<file path="config.mk">
export PLATFORM = sky130hd
export DESIGN_NAME = smpd_top
export DESIGN_NICKNAME = d
export VERILOG_FILES = /design/src/hw/smpd_pkg.sv /design/src/hw/smpd_sync2.sv /design/src/hw/smpd_top.sv
export SDC_FILE = /design/constraint.sdc
export NUM_CORES = 1
export LEC_CHECK = 0
export ABC_AREA = 1
export BUFFER_PORTS_ARGS = -buffer_cell sky130_fd_sc_hd__buf_2
export CORE_MARGIN = 3
export CORE_UTILIZATION = 45
export DETAILED_ROUTE_END_ITERATION = 8
export PLACE_DENSITY_LB_ADDON = 0.15
export SYNTH_ARGS = -nofsm -noshare
export SYNTH_HDL_FRONTEND = slang
export SYNTH_SLANG_ARGS = --single-unit
</file>
<file path="constraint.sdc">
create_clock -name clk_sys -period 2.45 [get_ports clk_sys]
set_input_delay 0.49 -clock clk_sys [delete_from_list [all_inputs] [get_ports clk_sys]]
set_output_delay 0.49 -clock clk_sys [all_outputs]
set_load 0.05 [all_outputs]
</file>
<file path="src/hw/smpd_pkg.sv">
/*
 * smpd_pkg: register map, field positions, reset values and types of the
 * signal monitor peak detector.
 * assumes: apb slave with 32-bit data, one register per aligned word.
 */
package smpd_pkg;
   // printed offsets are not multiples of four: they are register indexes
   localparam logic [11:0] IDX_SYNC_CTL   = 12'h26f;
   localparam logic [11:0] IDX_MON_CTL    = 12'h270;
   localparam logic [11:0] IDX_PERIOD0    = 12'h271;
   localparam logic [11:0] IDX_PERIOD1    = 12'h272;
   localparam logic [11:0] IDX_PERIOD2    = 12'h273;
   localparam logic [11:0] IDX_STAT_CTL   = 12'h274;
   localparam logic [11:0] IDX_RESULT0    = 12'h275;
   localparam logic [11:0] IDX_RESULT1    = 12'h276;
   localparam logic [11:0] IDX_RESULT2    = 12'h277;
   localparam logic [11:0] IDX_FRAME_CNT  = 12'h278;

   localparam int ADDR_W   = 14;
   localparam int SAMPLE_W = 14;
   localparam int RESULT_W = 20;
   localparam int PERIOD_W = 24;

   localparam int SYNC_EN_BIT   = 0;
   localparam int SYNC_NEXT_BIT = 1;
   localparam int PEAK_EN_BIT   = 1;
   localparam int UPDATE_BIT    = 4;

   localparam logic [7:0]  RST_SYNC_CTL = 8'h00;
   localparam logic [7:0]  RST_MON_CTL  = 8'h00;
   localparam logic [23:0] RST_PERIOD   = 24'h000080;
   localparam logic [2:0]  RST_SEL      = 3'h1;
   localparam logic [2:0]  SEL_PEAK     = 3'h1;
   localparam logic [23:0] PERIOD_ONE   = 24'h000001;

   typedef struct packed {
      logic                 psel;
      logic                 penable;
      logic                 pwrite;
      logic [ADDR_W-1:0]    paddr;
      logic [31:0]          pwdata;
   } smpd_apb_req_t;

   typedef enum logic [1:0] {
      SMPD_IDLE   = 2'b00,
      SMPD_ACCESS = 2'b01
   } smpd_apb_st_t;
endpackage

</file>
<file path="src/hw/smpd_sync2.sv">
/*
 * smpd_sync2: two-stage synchroniser for one pin-level signal.
 * assumes: input is asynchronous to clk_sys.
 */
`timescale 1ns/1ns
module smpd_sync2 (
   input  wire logic clk_sys,
   input  wire logic rst_b,
   input  wire logic asyncIn,
   output logic      syncOut
);
   logic stage1_ff;

   always_ff @(posedge clk_sys or negedge rst_b) begin
      if (!rst_b) begin
         stage1_ff <= 1'b0;
         syncOut   <= 1'b0;
      end else begin
         stage1_ff <= asyncIn;
         syncOut   <= stage1_ff;
      end
   end
endmodule

</file>
<file path="src/hw/smpd_top.sv">
/*
 * smpd_top: peak detecting signal monitor for one converter channel,
 * with byte-wide registers behind an apb slave.
 * assumes: samples are signed, arrive on clk_sys with a valid strobe;
 * the sysref pin is asynchronous and is synchronised here.
 */
`timescale 1ns/1ns
module smpd_top (
   input  wire logic                          clk_sys,
   input  wire logic                          rst_b,
   input  wire logic                          psel,
   input  wire logic                          penable,
   input  wire logic                          pwrite,
   input  wire logic [smpd_pkg::ADDR_W-1:0]   paddr,
   input  wire logic [31:0]                   pwdata,
   input  wire logic [3:0]                    pstrb,
   output logic      [31:0]                   prdata,
   output logic                               pready,
   output logic                               pslverr,
   input  wire logic                          sampleValid,
   input  wire logic [smpd_pkg::SAMPLE_W-1:0] sampleData,
   input  wire logic                          sysrefPin,
   output logic      [smpd_pkg::RESULT_W-1:0] statusResult
);
   smpd_pkg::smpd_apb_req_t apbReq;
   smpd_pkg::smpd_apb_st_t  apbSt_ff;
   logic [7:0]  syncCtl_ff;
   logic [7:0]  monCtl_ff;
   logic [23:0] period_ff;
   logic [2:0]  resultSel_ff;
   logic        update_ff;
   logic [19:0] status_ff;
   logic [7:0]  frameCnt_ff;
   logic [7:0]  statusFrame_ff;
   logic [23:0] periodCnt_ff;
   logic [19:0] peak_ff;
   logic [19:0] result_ff;
   logic        sysrefSync;
   logic        sysrefPrev_ff;
   logic        sysrefEdge;
   logic        realign;
   logic        expire;
   logic        wrTake;
   logic        rdTake;
   logic [11:0] regIdx;
   logic        addrOk;
   logic [19:0] magnitude;
   logic [31:0] nxt_prdata;

   assign apbReq = '{psel, penable, pwrite, paddr, pwdata};
   assign regIdx = apbReq.paddr[smpd_pkg::ADDR_W-1:2];
   assign addrOk = apbReq.paddr[1:0] == 2'h0 &&
                   regIdx >= smpd_pkg::IDX_SYNC_CTL &&
                   regIdx <= smpd_pkg::IDX_FRAME_CNT;
   assign wrTake = apbSt_ff == smpd_pkg::SMPD_ACCESS && apbReq.pwrite &&
                   addrOk && pstrb[0];
   assign rdTake = apbSt_ff == smpd_pkg::SMPD_ACCESS && !apbReq.pwrite;

   smpd_sync2 uSysref (
      .clk_sys (clk_sys),
      .rst_b   (rst_b),
      .asyncIn (sysrefPin),
      .syncOut (sysrefSync)
   );

   always_ff @(posedge clk_sys or negedge rst_b) begin
      if (!rst_b) begin
         sysrefPrev_ff <= 1'b0;
      end else begin
         sysrefPrev_ff <= sysrefSync;
      end
   end

   assign sysrefEdge = sysrefSync && !sysrefPrev_ff;
   // continuous mode realigns on every edge, next mode only while still armed
   assign realign = sysrefEdge &&
                    syncCtl_ff[smpd_pkg::SYNC_EN_BIT];
   assign expire  = periodCnt_ff <= smpd_pkg::PERIOD_ONE;

   // apb: no wait states, pready high in the access phase only
   always_ff @(posedge clk_sys or negedge rst_b) begin
      if (!rst_b) begin
         apbSt_ff <= smpd_pkg::SMPD_IDLE;
         pready   <= 1'b0;
         pslverr  <= 1'b0;
      end else begin
         if (apbSt_ff == smpd_pkg::SMPD_IDLE) begin
            if (apbReq.psel && !apbReq.penable) begin
               apbSt_ff <= smpd_pkg::SMPD_ACCESS;
               pready   <= 1'b1;
               pslverr  <= !addrOk;
            end
         end else begin
            apbSt_ff <= smpd_pkg::SMPD_IDLE;
            pready   <= 1'b0;
            pslverr  <= 1'b0;
         end
      end
   end

   always_comb begin
      nxt_prdata = 32'h0;
      if (regIdx == smpd_pkg::IDX_SYNC_CTL) begin
         nxt_prdata[1:0] = syncCtl_ff[1:0];
      end else if (regIdx == smpd_pkg::IDX_MON_CTL) begin
         nxt_prdata[smpd_pkg::PEAK_EN_BIT] = monCtl_ff[smpd_pkg::PEAK_EN_BIT];
      end else if (regIdx == smpd_pkg::IDX_PERIOD0) begin
         nxt_prdata[7:0] = period_ff[7:0];
      end else if (regIdx == smpd_pkg::IDX_PERIOD1) begin
         nxt_prdata[7:0] = period_ff[15:8];
      end else if (regIdx == smpd_pkg::IDX_PERIOD2) begin
         nxt_prdata[7:0] = period_ff[23:16];
      end else if (regIdx == smpd_pkg::IDX_STAT_CTL) begin
         nxt_prdata[2:0] = resultSel_ff;
         nxt_prdata[smpd_pkg::UPDATE_BIT] = update_ff;
      end else if (regIdx == smpd_pkg::IDX_RESULT0) begin
         nxt_prdata[7:0] = status_ff[7:0];
      end else if (regIdx == smpd_pkg::IDX_RESULT1) begin
         nxt_prdata[7:0] = status_ff[15:8];
      end else if (regIdx == smpd_pkg::IDX_RESULT2) begin
         nxt_prdata[3:0] = status_ff[19:16];
      end else if (regIdx == smpd_pkg::IDX_FRAME_CNT) begin
         nxt_prdata[7:0] = statusFrame_ff;
      end
   end

   always_ff @(posedge clk_sys or negedge rst_b) begin
      if (!rst_b) begin
         prdata <= 32'h0;
      end else if (apbReq.psel && !apbReq.penable && !apbReq.pwrite &&
                   apbSt_ff == smpd_pkg::SMPD_IDLE) begin
         prdata <= addrOk ? nxt_prdata : 32'h0;
      end
   end

   // sync control: hardware clear of the enable loses to a register write and to reset
   always_ff @(posedge clk_sys or negedge rst_b) begin
      if (!rst_b) begin
         syncCtl_ff <= smpd_pkg::RST_SYNC_CTL;
      end else begin
         if (wrTake && regIdx == smpd_pkg::IDX_SYNC_CTL) begin
            syncCtl_ff <= {6'h0, apbReq.pwdata[1:0]};
         end else if (realign && syncCtl_ff[smpd_pkg::SYNC_NEXT_BIT]) begin
            syncCtl_ff[smpd_pkg::SYNC_EN_BIT] <= 1'b0;
         end
      end
   end

   always_ff @(posedge clk_sys or negedge rst_b) begin
      if (!rst_b) begin
         monCtl_ff    <= smpd_pkg::RST_MON_CTL;
         period_ff    <= smpd_pkg::RST_PERIOD;
         resultSel_ff <= smpd_pkg::RST_SEL;
      end else if (wrTake) begin
         if (regIdx == smpd_pkg::IDX_MON_CTL) begin
            monCtl_ff <= apbReq.pwdata[7:0] & 8'h02;
         end else if (regIdx == smpd_pkg::IDX_PERIOD0) begin
            period_ff[7:0] <= apbReq.pwdata[7:0];
         end else if (regIdx == smpd_pkg::IDX_PERIOD1) begin
            period_ff[15:8] <= apbReq.pwdata[7:0];
         end else if (regIdx == smpd_pkg::IDX_PERIOD2) begin
            period_ff[23:16] <= apbReq.pwdata[7:0];
         end else if (regIdx == smpd_pkg::IDX_STAT_CTL) begin
            resultSel_ff <= apbReq.pwdata[2:0];
         end
      end
   end

   // update bit reads 1 for the cycle after the write, then self clears
   always_ff @(posedge clk_sys or negedge rst_b) begin
      if (!rst_b) begin
         update_ff      <= 1'b0;
         status_ff      <= 20'h0;
         statusFrame_ff <= 8'h0;
      end else begin
         update_ff <= wrTake && regIdx == smpd_pkg::IDX_STAT_CTL &&
                      apbReq.pwdata[smpd_pkg::UPDATE_BIT];
         if (update_ff) begin
            status_ff      <= (resultSel_ff == smpd_pkg::SEL_PEAK) ?
                              result_ff : 20'h0;
            statusFrame_ff <= frameCnt_ff;
         end
      end
   end

   // widen before negating so the most negative code keeps its magnitude
   assign magnitude = sampleData[smpd_pkg::SAMPLE_W-1] ?
                      -(20'($signed(sampleData))) : 20'(sampleData);

   // period counter: realign restarts the window like an expiry but does not count a frame
   always_ff @(posedge clk_sys or negedge rst_b) begin
      if (!rst_b) begin
         periodCnt_ff <= smpd_pkg::RST_PERIOD;
         frameCnt_ff  <= 8'h0;
      end else begin
         if (realign) begin
            periodCnt_ff <= period_ff;
         end else if (expire) begin
            periodCnt_ff <= period_ff;
            frameCnt_ff  <= frameCnt_ff + 8'h1;
         end else begin
            periodCnt_ff <= periodCnt_ff - smpd_pkg::PERIOD_ONE;
         end
      end
   end

   always_ff @(posedge clk_sys or negedge rst_b) begin
      if (!rst_b) begin
         peak_ff   <= 20'h0;
         result_ff <= 20'h0;
      end else begin
         if (!monCtl_ff[smpd_pkg::PEAK_EN_BIT]) begin
            peak_ff <= 20'h0;
         end else if (expire && !realign) begin
            result_ff <= peak_ff;
            peak_ff   <= sampleValid ? magnitude : 20'h0;
         end else if (realign) begin
            peak_ff <= 20'h0;
         end else if (sampleValid && magnitude > peak_ff) begin
            peak_ff <= magnitude;
         end
      end
   end

   always_ff @(posedge clk_sys or negedge rst_b) begin
      if (!rst_b) begin
         statusResult <= 20'h0;
      end else begin
         statusResult <= status_ff;
      end
   end
endmodule

</file>
# After elaboration in Yosys (flattened, before gate mapping)
# Cells that the tools add are included.
dict set report totals {
  reg_bits 190
  out_inout_bits 54
  word_cells 114
}
dict set report op_classes {
  n_eq_ne 14
  n_mux 35
  n_reduce_logical 31
  add_sub_neg 3
  bitwise_logic 5
  n_lt_le_gt_ge 4
}
# operator n
set ops {}
lappend ops {{$mux W20} 7}
lappend ops {{$eq A12 B10 Y1 const B} 10}
lappend ops {{$mux W8} 7}
lappend ops {{$mux W24} 2}
lappend ops {{$le A24 B1 Y1 const B} 1}
lappend ops {{$sub A24 B1 Y24 const B} 1}
lappend ops {{$gt A20 B20 Y1} 1}
lappend ops {{$neg A20 Y20} 1}
lappend ops {{$logic_and A1 B1 Y1} 16}
lappend ops {{$ge A12 B10 Y1 const B} 1}
lappend ops {{$le A12 B10 Y1 const B} 1}
lappend ops {{$mux W6} 2}
lappend ops {{$mux W1} 10}
lappend ops {{$add A8 B1 Y8 const B} 1}
lappend ops {{$mux W4} 2}
lappend ops {{$mux W2} 3}
lappend ops {{$mux W3} 2}
lappend ops {{$reduce_and A2 Y1} 3}
lappend ops {{$reduce_and A6 Y1} 1}
lappend ops {{$logic_not A1 Y1} 5}
lappend ops {{$not A1 Y1} 5}
lappend ops {{$reduce_and A5 Y1} 1}
lappend ops {{$logic_not A2 Y1} 2}
lappend ops {{$ne A4 B1 Y1 const B} 1}
lappend ops {{other kinds (6)} 6}

# Longest topological paths before layout
# Gate-level depths: netlist of run 1.
dict set report depth {
  depth_word 12
  ltp_mapped 19
  mapped_depth_nobuf 18
}

# Hierarchy
# Synthesis of run 1 repeated with hierarchy kept, for this count alone.
dict set report hier_totals {
  cells_unflattened 1015
  area_unflattened_um2 8458.1
}
# mod cells_each seq_area_each_um2 area_per_inst_um2 n_inst
set by_module_without_submodules {}
lappend by_module_without_submodules {smpd_top 1013 4057.6 8408.1 1}
lappend by_module_without_submodules {smpd_sync2 2 50.0 50.0 1}

# Worst setup path before layout of run 1
# Ideal clock, no wire load.
dict set report synth_path {
  path_type {input to register}
  start {input sampleData[0] (netlist bit)}
  end {register peak_ff[10]}
  path_stages 17
  setup_time_ns 0.066
  t_arrival_ns 2.860
  path_slack_ns -0.477
  cell_sequence {inv_1 ha_1 nand3_1 nor2_1 nand4_1 nand2_1 o21ai_0 xor2_1 ha_1 nand4_1 nor2_1 nor4b_1 nand4_1 nand3_1 clkbuf_1 nand3_1 nand2_1}
}
dict set report synth_between {
  elab_chain_len 6
  word_cells_on_any_way 10
}
# item line_no
set synth_lines {}
lappend synth_lines {{from (decl)} smpd_top.sv:21} ;# input wire logic [smpd_pkg::SAMPLE_W-1:0] sampleData,
lappend synth_lines {{$neg A20 Y20} smpd_top.sv:188} ;# -(20'($signed(sampleData))) : 20'(sampleData);
lappend synth_lines {{$mux W20 *} smpd_top.sv:187} ;# assign magnitude = sampleData[smpd_pkg::SAMPLE_W-1] ?
lappend synth_lines {{branches (longest 4 deep; another with $gt A20 B20 Y1)} -}
lappend synth_lines {{to (signal assigned)} smpd_top.sv:216} ;# peak_ff <= sampleValid ? magnitude : 20'h0;
lappend synth_lines {{to (signal assigned)} smpd_top.sv:220} ;# peak_ff <= magnitude;
lappend synth_lines {{to (decl)} smpd_top.sv:36} ;# logic [19:0] peak_ff;
# Mark *: on every way between the ends. The select of a mux whose other input is x is not followed.
# A chain may end at the register's enable or synchronous reset.

# Worst setup path in the final report of run 1
dict set report layout_path {
  start {input sampleData[0] (netlist bit)}
  end {register peak_ff[6]}
}
# Same word-level chain as after synthesis.

==> results_dict.tcl, run 1 <==
set metrics [dict create \
    p_sw_share_pct 30.6 \
    cts_inserted_buffers 17 \
    finalCritPeriodShare_pct 107 \
    crit_slowest_cell "nor4b_4" \
    vias_per_cell 4.86 \
    place_ws_ns -0.539 \
    hold_class "primary input to async pin" \
    finalHoldViolations 5 \
    cp.depth 18 \
    initial_utilization_pct 46.2 \
    clkTransAtPathRegs_ns 0.06 \
    area_growth_pct 21.3 \
    rsz0062_at_grt "yes" \
    crit_top_cell "nand2_2" \
    synth_area_mm2 0.00838 \
    endpoint_kind "flip-flop" \
    antenna_found_initial 1 \
    synth_ff_type "dfrtp_1" \
    core_area_mm2 0.0181 \
    gr-usage-met2_pct 31.2 \
    layout.nets 1246 \
    p_leak_nw 5.18 \
    place_hpwl_mm 15.1 \
    diodes 0 \
    dieArea_mm2 0.0203 \
    synth.yosys.seq_area_share_pct 49.0 \
    grt_usage_pct 20.7 \
    drtAntennaViolNets 0 \
    crit_arrival_ns 2.93 \
    totalWireLength_mm 20.4 \
    crit_family "simple AND/OR/NAND/NOR gates" \
    setup_tns_ns -2.42 \
    portBuffers 73 \
    drc 0 \
    p_per_area_mw_per_mm2 727 \
    violations "negative hold slack, negative setup slack" \
    netlist_instances 1033 \
    cp_max_fo 5 \
    num_rows 49 \
    syn_avg_cell_area_um2 8.11 \
    place.gp.congestion 0.892 \
    ys_warn_count 0 \
    postLayoutSetupSlackWorst_ns -0.165 \
    combPwrFrac_pct 19.3 \
    fmax_mhz 382 \
    worst_pin_slew_ns 0.777 \
    nFillCells 1685 \
    outcome "finished with violations" \
    worst-path-buf-inv 3 \
    async_flop_share_pct 100 \
    num_vias 6770 \
    grt_use_met3_pct 3.76 \
    required_ns 2.77 \
    drv_slew 0 \
    grt_use_met1_pct 30.7 \
    grt-ovfl-total 0 \
    cap_violations 0 \
    synthDistinctLibCells 45 \
    die_y_um 142 \
    ios 125 \
    grt_pass1_vias 6456 \
    synth.largest_area_cell "dfrtp_1" \
    yosysTopAreaCellShare_pct 48.1 \
    placed_cell_area_mm2 0.00928 \
    r2r.worst_path.cells 11 \
    synth_most_common_cell "nand2_1" \
    cts_num_sinks 164 \
    dr.pass1.iters 5 \
    htree_levels 4 \
    cts_tree "done" \
    min_period_ns 2.62 \
    synth-seq-cells 164 \
    grt_pass1_wl_mm 33.2 \
    power_w 0.00740 \
    finalSetupViolCount 20 \
    clock_path_buffers 2 \
    start_kind "primary input" \
    drive_above_1_share_pct 19.6 \
    drt_iter0_markers 456 \
    utilization_pct 56.0 \
    slew_headroom_pct 48.0 \
    whs_ns -0.00149 \
    post-route-cell-area_mm2 0.0102 \
    yosys-top-cells-count "nand2_1 (264), dfrtp_1 (161), inv_1 (119), nor2_1 (107)" \
    p_seq_share_pct 44.9 \
    p_int_w 0.00514 \
    die_w_um 142 \
    clk_latency_ns 0.43 \
    root_buffer "clkbuf_16" \
    synth.area.top_cells "dfrtp_1 (48%), nand2_1 (12%), inv_1 (5.3%), nor2_1 (4.8%), ha_1 (3.6%)" \
    power.switching_w 0.00226 \
    crit_chain "buf_8 > inv_12 > nand3_4 > nor2_2 > nand2_2 > nor3_4 > nand3_2 > nand3_2 > nand2_2 > ha_4 > nand4_1 > nor4b_4 > nand4_1 > nand3_4 > nand2_8 > clkbuf_16 > nand2_2 > nand2_1" \
    peakVddDrop_mv 0.476 \
    grt_max_degree 47 \
    synth-edff-count 0 \
    wire_per_inst_um 14.7 \
    p_clk_share_pct 35.8 \
    fin_skew_ns 0.00649 \
    max_stage_delay_ns 0.31 \
    path_class "primary input to flip-flop" \
    hold_buffers 0 \
    gr-max-usage-layer "met2" \
]
[timing repair]
| item | in CTS | in global routing |
|---|---|---|
| gates resized for setup | 7 | 54 |
| pin swaps | 0 | 18 |
| cloned | 0 | 3 |
| setup buffers | 0 | 1 |
| setup endpoints to repair | 17 | 41 |
[power by group through the flow]
stage | clock, W | sequential, W | combinational, W
floorplan | 0 | 0.00328 | 0.00102
global placement | 0 | 0.00335 | 0.00133
detailed placement | 0 | 0.00335 | 0.00135
CTS | 0.00270 | 0.00331 | 0.00137
global route | 0.00281 | 0.00336 | 0.00165
finish | 0.00265 | 0.00332 | 0.00143
[flip-flops by register name (all words and copies together) (netlist names), 8 cells and up]
name,count
frameCnt_ff,8
peak_ff,20
periodCnt_ff,24
period_ff,24
prdata,8
result_ff,20
statusFrame_ff,8
statusResult,20
status_ff,20
[path summary, 6_finish.rpt]
path | startpoint | endpoint | slack [ns]
hold reg to reg | uSysref.stage1_ff | uSysref.syncOut | 0.35
max in group asynchronous | rst_b | peak_ff[5] | 1.82
setup reg to reg | periodCnt_ff[0] | peak_ff[6] | 0.07
min in group clk_sys | sysrefPin | uSysref.stage1_ff | 0.18
setup / recovery | sampleData[0] | peak_ff[6] | -0.17
hold / removal | rst_b | periodCnt_ff[5] | -0.001
[placed cells by master, fill, tap and decap left out, types with 8 or more instances in the layout]
cell type / n
nand2_1: 243
nand3_1: 48
nand4_1: 11
o21ai_0: 52
clkbuf_16: 19
buf_4: 39
a21oi_1: 34
xor2_1: 27
ha_1: 22
inv_1: 116
nor2_1: 99
buf_2: 69
dfrtp_1: 161
o21ai_1: 46
nor3_1: 12
o22ai_1: 8
conb_1: 30
nor2_2: 10
nand2_2: 19
[metrics by stage]
stage	instances	hold slack, ns
after floorplan	1062	0.194
after global placement	1357	0.334
after detailed placement	1357	0.345
after CTS	1388	0.00237
after global routing	1392	0.0164
final	1392	-0.00149
[kinds of logic after synthesis]
| logic type | synth area share (%) |
|---|---|
| and+or+nand+nor | 24.9 |
| muxes | 0.254 |
| xor gates and xnor gates | 3.34 |
| DFF | 49.0 |
| buffers and inverters | 9.43 |
| other | 0.0447 |
| AOI/OAI and AO/OA | 9.45 |
| adders and majority gates | 3.58 |
[area by class of cell]
cell class	count	area [µm²]	area share, %
inverters	125	502	4.93
clock buffers	20	457	4.49
well taps	229	287	2.82
clock inverters	11	128	1.25
flip-flops and latches	164	4110	40.4
repair buffers	121	855	8.40
multi-input cells	722	3840	37.7
[metal layers]
layer	wire length, µm	part of all wire, %	vias to the layer above
met5	13	0.064	-
met3	893	4.4	23
li1	-	-	3492
met4	267	1.3	2
met1	10100	50	3103
met2	9110	45	150
Note: power is estimated with default switching activity, not from simulation.
==> inputs of run 2 (changes only) <==
- GPL_TIMING_DRIVEN: unset -> 0
==> run 2 against run 1 <==
  * Via count increased by 3.5%
  * Sequential power about the same
  * Critical endpoint is now peak_ff[10]
  * Worst setup slack got worse by 0.093 ns
  * Clock power about the same
  * The flow finishes with violations (negative setup slack)
  * Critical path depth increased by 5
  * Power increased by 0.23%
  * Register-to-register slack got worse by 0.11 ns
  * Sequential share of layout area decreased by 0.66 points
==> results_dict.tcl, run 2 (synthesis results as in run 1) <==
set metrics [dict create \
    fmax_mhz 369 \
    crit_arrival_ns 3.08 \
    rsz0062_at_grt "yes" \
    violations "negative setup slack" \
    wire_per_inst_um 14.8 \
    hold_path_startpoint "sysrefPin" \
    multi_input_comb_area_mm2 0.00388 \
    drt_iter0_markers 539 \
    num_vias 7008 \
    grt_max_degree 104 \
    area_growth_pct 23.3 \
    p_leak_nw 5.25 \
    place_hpwl_mm 15.5 \
    drive_above_1_share_pct 21.2 \
    finalHoldViolations 0 \
    vias_per_cell 4.94 \
    cts_num_sinks 164 \
    top_regs "periodCnt_ff x24, period_ff x24" \
    cap_violations 0 \
    timing.rr.start "periodCnt_ff[0]" \
    min_period_ns 2.71 \
    finalSetupViolCount 20 \
    num_rows 49 \
    grt_usage_pct 21.0 \
    grt_use_met1_pct 30.8 \
    cp.depth 23 \
    r2r.worst_path.cells 10 \
    cp_max_fo 3 \
    final_cell_mix "nand2_1 (242), dfrtp_1 (161), inv_1 (116), nor2_1 (96), buf_2 (73)" \
    dr.pass1.iters 5 \
    crit_chain "buf_6 > inv_12 > ha_4 > nand3_2 > nor2_2 > nand4_1 > nand3b_1 > nand3b_1 > buf_4 > buf_4 > buf_4 > buf_4 > buf_4 > buf_4 > buf_4 > buf_4 > buf_4 > buf_4 > buf_4 > buf_4 > a21oi_1 > nand2_2 > nand2_1" \
    crit_slowest_cell "a21oi_1" \
    outcome "finished with violations" \
    peakVddDrop_mv 0.378 \
    crit_family "buffers and inverters" \
    power_w 0.00742 \
    crit_top_cell "buf_4" \
    worst-path-buf-inv 14 \
    totalWireLength_mm 21.1 \
    slew_headroom_pct 39.8 \
    endpoint_kind "flip-flop" \
    grt-ovfl-total 0 \
    htree_levels 4 \
    max_stage_delay_ns 0.19 \
    core_area_mm2 0.0181 \
    drv_slew 0 \
    portBuffers 72 \
    ios 125 \
    grt_pass1_vias 6564 \
    drc 0 \
    cts_inserted_buffers 17 \
    required_ns 2.82 \
    r2r-end "peak_ff[6]" \
    initial_utilization_pct 46.2 \
    hold_end "uSysref.stage1_ff" \
    cts_tree "done" \
    drtAntennaViolNets 0 \
    final-seq-area_mm2 0.00411 \
    path_class "primary input to flip-flop" \
    fin_skew_ns 0.0105 \
    die_y_um 142 \
    root_buffer "clkbuf_16" \
    clock_path_buffers 2 \
    hold_depth 1 \
    layout.nets 1272 \
    p_per_area_mw_per_mm2 717 \
    dieArea_mm2 0.0203 \
    grt_use_met3_pct 4.07 \
    antenna_found_initial 0 \
    r2r_slack_ns -0.04 \
    hold_class "primary input to flip-flop" \
    place_ws_ns -0.788 \
    postLayoutSetupSlackWorst_ns -0.258 \
    gr-max-usage-layer "met2" \
    worst_pin_slew_ns 0.894 \
    layout_commonest_cell "nand2_1" \
    start_kind "primary input" \
    clk_latency_ns 0.43 \
    grt_pass1_wl_mm 33.5 \
    place.gp.congestion 0.892 \
    clkTransAtPathRegs_ns 0.07 \
    diodes 0 \
    nFillCells 1656 \
    gr-usage-met2_pct 31.9 \
    die_w_um 142 \
    finalCritPeriodShare_pct 111 \
]
[run 2: cell types whose count changed in the layout (fill, tap and decap cells not counted), moves of 3 or more]
cell	before	now
buf_2	69	73
nor2_4	4	9
buf_6	5	8
nand2_4	3	0
inv_6	1	4
clkbuf_2	0	3
nor2_1	99	96
buf_12	4	0
clkbuf_1	1	11
buf_4	39	44
nand2_2	19	23
[run 2: per-stage QoR]
stage | hold WS (ns) | std cells | instance area, µm² | util [%] | TNS (ns)
finish | 0.180 | 1419 | 10300 | 57.0 | -3.83
global placement | 0.336 | 1363 | 9220 | 50.8 | -284.52
floorplan | 0.194 | 1062 | 8570 | - | -2.68
detailed placement | 0.335 | 1364 | 9260 | 51.0 | -16.64
CTS | 0.160 | 1416 | 10100 | 55.7 | -1.92
global route | 0.159 | 1419 | 10300 | 57.0 | -6.79
[run 2: worst max path at each step]
stage / to / slack, ns / startpoint
after floorplan: peak_ff[10] / -0.15 / sampleData[1]
after global placement: peak_ff[16] / -1.68 / rst_b
after detailed placement: peak_ff[1] / -0.79 / sampleData[0]
after CTS: peak_ff[1] / -0.13 / sampleData[0]
after global routing: peak_ff[10] / -0.36 / sampleData[2]
final: peak_ff[10] / -0.26 / sampleData[1]
[run 2: final cells by class]
type / instances / share of cell area [%]
plain buffers: 50 / 3.35
clock buffers: 21 / 4.55
clock inverters: 11 / 1.13
inverters: 125 / 4.85
multi-input cells: 722 / 37.5
flip-flops and latches: 164 / 39.7
well taps: 229 / 2.77
repair buffers: 97 / 6.08
[run 2: report_power, final]
group / switching [W] / internal, W / leakage, nW
registers: 0.000278 / 0.00303 / 2.19
logic: 0.000898 / 0.000564 / 2.77
clock network: 0.00114 / 0.00151 / 0.291
[run 2: repair_timing]
action                     in CTS  in global routing
resized for setup              24                 60
pin swaps                       7                 15
cloned                          2                  1
hold endpoints to repair        4                  0
hold buffers                    1                  0
setup endpoints to repair      41                 56
buffers inserted               18                  2
[run 2: worst reg2reg max path, stage by stage, from the launching register on]
cell	delay (ns)
dfrtp_1	0.38
inv_1	0.07
ha_2	0.22
o21ai_0	0.31
nor3_1	0.08
nand3_1	0.31
nand2_2	0.14
nor2_2	0.39
clkbuf_2	0.32
nand3_1	0.12
nand2_2	0.08
[run 2: per-layer routing]
layer / wire length [µm] / vias up / part of all wire [%]
li1: - / 3539 / -
met1: 10100 / 3259 / 48
met2: 9570 / 183 / 45
met3: 1050 / 27 / 5.0
met4: 346 / 0 / 1.6
met5: 0 / - / 0
